File: config.mk
export PLATFORM = sky130hd
export DESIGN_NAME = hcd_decoder
export DESIGN_NICKNAME = d
export VERILOG_FILES = /design/src/inc/hcd_pkg.sv /design/src/logic/hcd_decoder.sv
export SDC_FILE = /design/constraint.sdc
export NUM_CORES = 1
export LEC_CHECK = 0
export BUFFER_PORTS_ARGS = -buffer_cell sky130_fd_sc_hd__buf_2
export CELL_PAD_IN_SITES_DETAIL_PLACEMENT = 0
export CELL_PAD_IN_SITES_GLOBAL_PLACEMENT = 1
export CORE_MARGIN = 2
export CORE_UTILIZATION = 46
export DETAILED_ROUTE_END_ITERATION = 7
export GPL_TIMING_DRIVEN = 0
export PLACE_DENSITY = 0.9
export SLEW_MARGIN = 0
export SYNTH_ARGS = -nofsm -noshare
export SYNTH_HDL_FRONTEND = slang
export SYNTH_SLANG_ARGS = --single-unit
export TNS_END_PERCENT = 100
File: constraint.sdc
create_clock -name i_core_clk -period 3.5 [get_ports i_core_clk]
set_input_delay 0.525 -clock i_core_clk [delete_from_list [all_inputs] [get_ports i_core_clk]]
set_output_delay 0.525 -clock i_core_clk [all_outputs]
set_load 0.05 [all_outputs]
File: src/inc/hcd_pkg.sv
/*
 * Package for the three-phase Hall commutation decoder: phase drive codes,
 * PWM timing and reset values.
 * Assumes a single 250 MHz core clock shared by every user of the package.
 */
`default_nettype none

package hcd_pkg;

	// ****************************************
	// Phase drive encoding
	// ****************************************
	typedef enum logic [1:0] {
		HCD_OPEN = 2'h0,
		HCD_HIGH = 2'h1,
		HCD_LOW  = 2'h2
	} hcd_drive_t;

	// ****************************************
	// Timing
	// ****************************************
	localparam int HCD_CLK_MHZ = 250;
	localparam int HCD_PWM_FREQ_KHZ = 10;
	// Cycles in one PWM period, derived from clock and PWM rate
	localparam int HCD_PWM_PERIOD_CYC = (HCD_CLK_MHZ * 1000) / HCD_PWM_FREQ_KHZ;
	localparam int HCD_PWM_CNT_W = 16;

	// ****************************************
	// Reset values
	// ****************************************
	localparam logic [1:0] HCD_DRIVE_RST = 2'h0;
	localparam logic HCD_EN_RST = 1'b0;
	// Pin synchroniser reset: park input held high so reset never parks
	localparam logic [7:0] HCD_SYNC_RST = 8'h04;

endpackage : hcd_pkg

`default_nettype wire

File: src/logic/hcd_decoder.sv
/*
 * Three-phase Hall commutation decoder with inhibit, park lock, fault
 * blanking and fixed-frequency pulse-by-pulse current limiting.
 * Assumes all pin inputs are asynchronous to i_core_clk; analog comparators
 * (current limit, undervoltage, thermal) are done outside and arrive as levels.
 */
// What this block does
// - Forward direction maps Hall code to phase drives
// - Reverse direction maps Hall code to phase drives
// - Valid state: one source, one sink, one open
// - Inhibit high opens all three phases
// - Lock low parks: A high, B open, C low
// - PWM chops all drivers at fixed frequency, except in park
// - Overcurrent turns outputs off rest of cycle, except in park
// - Undervoltage holds all phases off
// - Over-temperature tri-states all phases while present
`timescale 1ns/1ns
`default_nettype none

module hcd_decoder
	import hcd_pkg::*;
#(
	parameter int PWM_PERIOD_CYC = HCD_PWM_PERIOD_CYC
) (
	// Clock and reset
	input wire logic i_core_clk,
	input wire logic i_reset,
	// Hall sensors and control pins
	input wire logic [2:0] i_hall_abc,
	input wire logic i_dir_fwd,
	input wire logic i_inhibit,
	input wire logic i_lock_n,
	// Protection comparators
	input wire logic i_over_current,
	input wire logic i_under_voltage,
	input wire logic i_over_temp,
	// PWM demand: drive enabled while ramp counter is below duty
	input wire logic [HCD_PWM_CNT_W-1:0] i_pwm_duty,
	// Phase drives: o_x_src = high side on, o_x_snk = low side on
	output logic o_a_src,
	output logic o_a_snk,
	output logic o_b_src,
	output logic o_b_snk,
	output logic o_c_src,
	output logic o_c_snk,
	// Status
	output logic o_fault,
	output logic o_chop_off
);

	// ****************************************
	// Input synchronisers
	// ****************************************
	logic [7:0] sync1_r;
	logic [7:0] sync2_r;
	logic [7:0] pins;
	assign pins = {i_hall_abc, i_dir_fwd, i_inhibit, i_lock_n, i_under_voltage, i_over_temp};

	// Two stages on every pin; first stage feeds only the second
	always_ff @(posedge i_core_clk or posedge i_reset) begin
		if (i_reset) begin
			sync1_r <= HCD_SYNC_RST;
			sync2_r <= HCD_SYNC_RST;
		end else begin
			sync1_r <= pins;
			sync2_r <= sync1_r;
		end
	end

	logic [2:0] hall;
	logic dir_fwd, inhibit, lock_n, uv, ot;
	assign hall = sync2_r[7:5];
	assign dir_fwd = sync2_r[4];
	assign inhibit = sync2_r[3];
	assign lock_n = sync2_r[2];
	assign uv = sync2_r[1];
	assign ot = sync2_r[0];

	logic oc_s1_r, oc_s2_r;

	// Current comparator synchroniser kept apart so its latch reads stage two only
	always_ff @(posedge i_core_clk or posedge i_reset) begin
		if (i_reset) begin
			oc_s1_r <= 1'b0;
			oc_s2_r <= 1'b0;
		end else begin
			oc_s1_r <= i_over_current;
			oc_s2_r <= oc_s1_r;
		end
	end

	// ****************************************
	// PWM ramp and pulse-by-pulse latch
	// ****************************************
	logic [HCD_PWM_CNT_W-1:0] pwm_cnt_r;
	logic pwm_wrap;
	logic oc_latch_r;
	assign pwm_wrap = (pwm_cnt_r == HCD_PWM_CNT_W'(PWM_PERIOD_CYC - 1));

	// Free-running fixed-frequency ramp
	always_ff @(posedge i_core_clk or posedge i_reset) begin
		if (i_reset) begin
			pwm_cnt_r <= '0;
		end else if (pwm_wrap) begin
			pwm_cnt_r <= '0;
		end else begin
			pwm_cnt_r <= pwm_cnt_r + 1'b1;
		end
	end

	// Trip holds to period end; a trip on the wrap cycle still wins
	always_ff @(posedge i_core_clk or posedge i_reset) begin
		if (i_reset) begin
			oc_latch_r <= HCD_EN_RST;
		end else if (oc_s2_r) begin
			oc_latch_r <= 1'b1;
		end else if (pwm_wrap) begin
			oc_latch_r <= 1'b0;
		end
	end

	logic chop_off;
	// All drivers chopped together, not only the sink side
	assign chop_off = oc_latch_r || oc_s2_r || (pwm_cnt_r >= i_pwm_duty);

	// ****************************************
	// Commutation decode
	// ****************************************
	hcd_drive_t dec_a, dec_b, dec_c;

	// Table decode; unused codes fall to all open
	always_comb begin
		dec_a = HCD_OPEN;
		dec_b = HCD_OPEN;
		dec_c = HCD_OPEN;
		if (dir_fwd) begin
			case (hall)
				3'h4: begin dec_b = HCD_HIGH; dec_c = HCD_LOW; end
				3'h6: begin dec_a = HCD_LOW; dec_b = HCD_HIGH; end
				3'h7: begin dec_a = HCD_LOW; dec_c = HCD_HIGH; end
				3'h3: begin dec_b = HCD_LOW; dec_c = HCD_HIGH; end
				3'h1: begin dec_a = HCD_HIGH; dec_b = HCD_LOW; end
				3'h0: begin dec_a = HCD_HIGH; dec_c = HCD_LOW; end
				default: begin dec_a = HCD_OPEN; end
			endcase
		end else begin
			case (hall)
				3'h7: begin dec_a = HCD_HIGH; dec_c = HCD_LOW; end
				3'h6: begin dec_a = HCD_HIGH; dec_b = HCD_LOW; end
				3'h4: begin dec_b = HCD_LOW; dec_c = HCD_HIGH; end
				3'h0: begin dec_a = HCD_LOW; dec_c = HCD_HIGH; end
				3'h1: begin dec_a = HCD_LOW; dec_b = HCD_HIGH; end
				3'h3: begin dec_b = HCD_HIGH; dec_c = HCD_LOW; end
				default: begin dec_a = HCD_OPEN; end
			endcase
		end
		// Park overrides the Hall decode
		if (!lock_n) begin
			dec_a = HCD_HIGH;
			dec_b = HCD_OPEN;
			dec_c = HCD_LOW;
		end
	end

	// ****************************************
	// Output stage
	// ****************************************
	logic force_off;
	// Inhibit, undervoltage and thermal beat everything; the controller
	// is expected to hold inhibit low while it wants the motor driven
	assign force_off = inhibit || uv || ot;

	logic [5:0] drv_nxt, drv_r;
	always_comb begin
		drv_nxt = {dec_a == HCD_HIGH, dec_a == HCD_LOW,
		           dec_b == HCD_HIGH, dec_b == HCD_LOW,
		           dec_c == HCD_HIGH, dec_c == HCD_LOW};
		// Park is a static hold, so it is not chopped
		if (force_off || (chop_off && lock_n)) begin
			drv_nxt = 6'h00;
		end
	end

	// Registered drives keep outputs glitch-free
	always_ff @(posedge i_core_clk or posedge i_reset) begin
		if (i_reset) begin
			drv_r <= 6'h00;
		end else begin
			drv_r <= drv_nxt;
		end
	end

	logic fault_r, chop_r;
	// Status flags
	always_ff @(posedge i_core_clk or posedge i_reset) begin
		if (i_reset) begin
			fault_r <= 1'b0;
			chop_r <= 1'b0;
		end else begin
			fault_r <= uv || ot;
			chop_r <= chop_off;
		end
	end

	assign {o_a_src, o_a_snk, o_b_src, o_b_snk, o_c_src, o_c_snk} = drv_r;
	assign o_fault = fault_r;
	assign o_chop_off = chop_r;

	// ****************************************
	// Checks
	// ****************************************
	chk_inhibit_opens: assert property (@(posedge i_core_clk) disable iff (i_reset)
		$rose(inhibit) |=> (drv_r == 6'h00)) else $error("inhibit did not open phases");
	chk_fault_opens: assert property (@(posedge i_core_clk) disable iff (i_reset)
		(uv || ot) |=> !(o_a_src || o_a_snk || o_b_src || o_b_snk || o_c_src || o_c_snk))
		else $error("fault did not open phases");
	chk_one_src_sink: assert property (@(posedge i_core_clk) disable iff (i_reset)
		(drv_r != 6'h00) |-> ($countones({o_a_src, o_b_src, o_c_src}) == 1
		&& $countones({o_a_snk, o_b_snk, o_c_snk}) == 1)) else $error("bad drive pattern");
	chk_park_state: assert property (@(posedge i_core_clk) disable iff (i_reset)
		(!lock_n && !force_off) |=> (drv_r == 6'h21)) else $error("park state wrong");
	chk_oc_holds: assert property (@(posedge i_core_clk) disable iff (i_reset)
		(oc_s2_r || (oc_latch_r && !pwm_wrap)) |=> oc_latch_r) else $error("limit released early");
	chk_fwd_step: assert property (@(posedge i_core_clk) disable iff (i_reset)
		(hall == 3'h4 && dir_fwd && lock_n && !force_off && !chop_off) |=> (drv_r == 6'h09))
		else $error("forward step wrong");
	chk_rev_step: assert property (@(posedge i_core_clk) disable iff (i_reset)
		(hall == 3'h0 && !dir_fwd && lock_n && !force_off && !chop_off) |=> (drv_r == 6'h12))
		else $error("reverse step wrong");
	chk_bad_code: assert property (@(posedge i_core_clk) disable iff (i_reset)
		((hall == 3'h2 || hall == 3'h5) && lock_n) |=> (drv_r == 6'h00)) else $error("bad code drove");
	chk_chop_all: assert property (@(posedge i_core_clk) disable iff (i_reset)
		(chop_off && lock_n) |=> (drv_r == 6'h00)) else $error("chop left a driver on");

endmodule : hcd_decoder

`default_nettype wire

# [After elaboration in Yosys (flattened, before gate mapping)]
# Index checks and enable logic that the tools add are counted.
[totals] register_bits=43 latch_bits=0 ram_bits=0 mem_bits_ro=0 n_memories=0
[op_classes] add_sub_neg=1 multipliers=0 n_div=0 n_lt_le_gt_ge=1 eq_ne=12 shifts=0 muxes=16 bitwise_logic=0 n_reduce_logical=15
[op_table] operator="2-bit case mux with 2 select lines" n=6
[op_table] operator="16-bit by 1-bit adder with 16-bit output, second input constant" n=1
[op_table] operator="16-bit by 15-bit equality test with 1-bit output, second input constant" n=1
[op_table] operator="16-bit >= comparator" n=1
[op_table] operator="16-bit 2-to-1 mux" n=1
[op_table] operator="2-bit 2-to-1 mux" n=6
[op_table] operator="2-bit OR reduction" n=6
[op_table] operator="3-bit equality test, second input constant" n=3
[op_table] operator="2-bit by 1-bit equality test with 1-bit output, second input constant" n=3
[op_table] operator="2-bit equality test, second input constant" n=3
[op_table] operator="1-bit logical OR" n=6
[op_table] operator="6-bit 2-to-1 mux" n=1
[op_table] operator="3-bit by 1-bit equality test with 1-bit output, second input constant" n=1
[op_table] operator="3-bit by 2-bit equality test with 1-bit output, second input constant" n=1
[op_table] operator="3-bit zero test" n=1
[op_table] operator="1-bit 2-to-1 mux" n=2
[op_table] operator="2-bit nonzero test" n=1
[op_table] operator="1-bit logical AND" n=1

# [Logic depth before layout (Yosys ltp)]
[logic_depth] ltp_word=7 mapped_depth=6

# [Least setup slack after synthesis]
# No wires, ideal clock.
[synth_timing] path_kind="input to register" start="input port i_pwm_duty[15]" end="register drv_r[0]" setup_ns=0.101 arrival_time_ns=1.930 t_required_ns=3.399 slack_ns=1.469 cell_stages=6 n_path_buf=0 cell_sequence="inv_1 > ha_1 > a2111oi_4 > o21ai_2 > or3_1 > o32ai_1"
[synth_between] elab_chain_cells=5
[synth_lines] item="from (decl)" line_no="hcd_decoder.sv:38" rtl="input wire logic [HCD_PWM_CNT_W-1:0] i_pwm_duty,"
[synth_lines] item="16-bit >= comparator" line_no="hcd_decoder.sv:124" rtl="assign chop_off = oc_latch_r || oc_s2_r || (pwm_cnt_r >= i_pwm_duty);"
[synth_lines] item="1-bit logical OR" line_no="hcd_decoder.sv:124"
[synth_lines] item="1-bit logical AND" line_no="hcd_decoder.sv:179" rtl="if (force_off || (chop_off && lock_n)) begin"
[synth_lines] item="1-bit logical OR" line_no="hcd_decoder.sv:179"
[synth_lines] item="6-bit 2-to-1 mux" line_no="hcd_decoder.sv:179"
[synth_lines] item="via drv_nxt[0]" line_no="hcd_decoder.sv:173" rtl="logic [5:0] drv_nxt, drv_r;"
[synth_lines] item="to (signal assigned)" line_no="hcd_decoder.sv:189" rtl="drv_r <= drv_nxt;"
[synth_lines] item="to (decl)" line_no="hcd_decoder.sv:173"
# The timed path passes the listed nets, and every way through them passes these cells.
# A chain may end at the register's enable or synchronous reset.

# [Worst setup path after layout]
[layout_timing] start="register pwm_cnt_r[15]" end="register drv_r[5]"
[layout_between] elab_chain_cells=5
[layout_lines] item="from (decl)" line_no="hcd_decoder.sv:95" rtl="logic [HCD_PWM_CNT_W-1:0] pwm_cnt_r;"
[layout_lines] item="from (signal assigned)" line_no="hcd_decoder.sv:107" rtl="pwm_cnt_r <= pwm_cnt_r + 1'b1;"
[layout_lines] item="16-bit >= comparator" line_no="hcd_decoder.sv:124"
[layout_lines] item="1-bit logical OR" line_no="hcd_decoder.sv:124"
[layout_lines] item="1-bit logical AND" line_no="hcd_decoder.sv:179"
[layout_lines] item="1-bit logical OR" line_no="hcd_decoder.sv:179"
[layout_lines] item="6-bit 2-to-1 mux" line_no="hcd_decoder.sv:179"
[layout_lines] item="via drv_nxt[5]" line_no="hcd_decoder.sv:173"
# The timed path passes the listed nets, and every way through them passes these cells.

==> flow_summary.toml <==
[yosys]
ys_seq_area_frac = 0.531
synthTopCellsByCount = "dfrtp_1 (41), inv_1 (20), ha_1 (17)"
yosysWarnings = 0
yosysTopAreaCell = "dfrtp_1"
avgSynthCellArea_um2 = 11.0
synth_enable_flop_cells = 0
syn_nets = 228
synthTopCellsByArea = "dfrtp_1 (50%), ha_1 (10%), inv_1 (3.7%), xor2_1 (3.4%), dfstp_2 (2.6%)"
ys.flop_type = "dfrtp_1"
synth_cell_types = 35
yosysTopAreaCellShare = 0.505
synth-async-reset-ratio = 1.00
synth-seq-cells = 43
yosysMostFrequentCell = "dfrtp_1"
syn_area_mm2 = 0.00203
synth_cells = 184

[final_layout]
drive_gt1_frac = 0.243
syn2layout_area_growth_pct = 17.3
antenna_cells = 0
nFillCells = 378
fin_cells = 278
fin_area_mm2 = 0.00238
nets = 269
regArea_mm2 = 0.00108
multi_input_area_um2 = 868

[floorplanning]
die_height_um = 70.5
core_area_mm2 = 0.00429
start_util = 0.473
die_w_um = 70.5
num_rows = 24
dieArea_mm2 = 0.00496
io_pins = 35

[power]
leakagePower_nw = 1.21
cellPowerDensity_mw_per_mm2 = 405
finalPower_mw = 0.965
vdd_drop_max_v = 0.000309

[worst_hold_path]
hold_class = "input pin to register"

[place]
postPlaceCellArea_mm2 = 0.00227
place_hpwl_um = 2620
gp_congestion = 0.817
place_inst = 270
port_buffers = 34

[sta]
rsz0062_at_grt = "false"
period_share = 0.613
setup_viol = 0
clock_skew_ns = 0.00456
fmax_mhz = 466
worst_pin_slew_ns = 0.861
hold_viol_final = 0
hold_ws_ns = 0.320
finalSetupTns_ns = 0
relSlewSlack = 0.425
fin_crit_ns = 2.14
report.final.slew_viol_count = 0

[global_route]
grt_max_degree = 44
antenna_found_initial = 0
grt_pass1_vias = 1359
grt_util_all_layers = 0.152
grt-ovfl-total = 0
grt_pass1_wl_um = 5890

[clock_tree]
worstSkewPairLatency_ns = 0.30
cts.sinks = 43
clockRootBuffer = "clkbuf_8"
clockBufferDepth = 2
hold_buffers = 0
cts_tree = "yes"
clkSlewWorstSetupHoldPaths_ns = 0.09
cts_resized = 0
cts_buffers = 5
cts_max_level = 2
postCtsSetupRepairBufs = 0

[setup_path]
critPathMaxFanout = 7
critical_path_class = "register to register"
crit_arrival_ns = 2.29
cp-start-kind = "register"
required_ns = 3.65
crit_path_end_kind = "register"

[drt]
wl_per_cell_um = 12.3
drc = 0
routed_via_density = 5.20
drt_iter0_drc = 44
vias = 1445
drt-total-wl_um = 3420
final_antenna_net_count = 0
firstDrtPassIters = 4

[status]
status = "completed"

[job]
maxCapViolCount = 0
-- layout by cell type (no fill, tap or decap), types with 2 or more instances in the layout --
cell,n
dfrtp_1,41
buf_2,36
inv_1,19
ha_1,17
nor2_1,13
nand3_1,9
a21oi_1,8
xor2_1,8
nand2_1,7
and3_1,6
nor4_1,6
o21ai_0,5
nor3_1,5
nand4_1,5
clkbuf_8,5
xnor2_1,4
or3_1,3
nor2b_1,3
nor3b_1,2
and3b_1,2
o32ai_1,2
dfstp_2,2
-- per-stage QoR --
stage,setup WS [ns],utilization
floorplan,1.47,-
global placement,1.21,0.528
detailed placement,1.16,0.528
CTS,1.33,0.555
global route,1.18,0.555
finish,1.36,0.555
-- worst paths after layout --
check / startpoint / to / slack [ns] / cells after the start
worst max-delay path: pwm_cnt_r[15]$_DFF_PP0_ / drv_r[5]$_DFF_PP0_ / 1.36 / 5
worst min-delay path: i_lock_n / sync1_r[2]$_DFF_PP1_ / 0.32 / 1
worst max register to register: pwm_cnt_r[15]$_DFF_PP0_ / drv_r[5]$_DFF_PP0_ / 1.36 / 5
worst min register to register: oc_s1_r$_DFF_PP0_ / oc_s2_r$_DFF_PP0_ / 0.35 / 0
max in group asynchronous: i_reset / drv_r[0]$_DFF_PP0_ / 2.56 / 2
min in group asynchronous: i_reset / sync1_r[3]$_DFF_PP0_ / 0.40 / 2
-- final cells by class --
type                    count  area share
plain buffers               2     0.00420
clock buffers               5      0.0289
clock inverters             3      0.0199
inverters                  20      0.0315
multi-input cells         119       0.364
flip-flops and latches     43       0.452
well taps                  52      0.0273
repair buffers             34      0.0714
-- where the power goes --
part | leakage [nW] | internal, mW | switching (mW)
combinational | 0.619 | 0.0233 | 0.0316
clock | 0.0587 | 0.216 | 0.179
sequential | 0.528 | 0.509 | 0.00645
-- cell families after synthesis --
kind of cell | after synthesis | synth area share
flops | 43 | 0.531
mux | 1 | 0.00554
buf+inv | 22 | 0.0419
simple gates | 67 | 0.184
fa+ha+maj | 17 | 0.105
compound gates | 22 | 0.0813
xor+xnor | 12 | 0.0517
-- worst max-delay path: stages, from the launching register on --
cell     delay, ns
dfrtp_1       0.42
ha_1          0.37
nand4_1       0.19
nor3_1        0.18
nor4b_2       0.60
o32ai_1       0.22
-- registers in the layout (all words and copies together) (netlist names) --
register    flops
oc_s2_r         1
oc_latch_r      1
o_fault         1
sync2_r         8
sync1_r         8
oc_s1_r         1
drv_r           6
pwm_cnt_r      16
o_chop_off      1
-- per-layer routing --
layer,part of all wire,up-vias,GRT usage
met4,0.012,0,0.0620
met3,0.044,5,0.0361
met1,0.48,683,0.202
li1,-,724,-
met2,0.47,33,0.240
met5,0,-,0
Power figures use the tool's default switching activity.
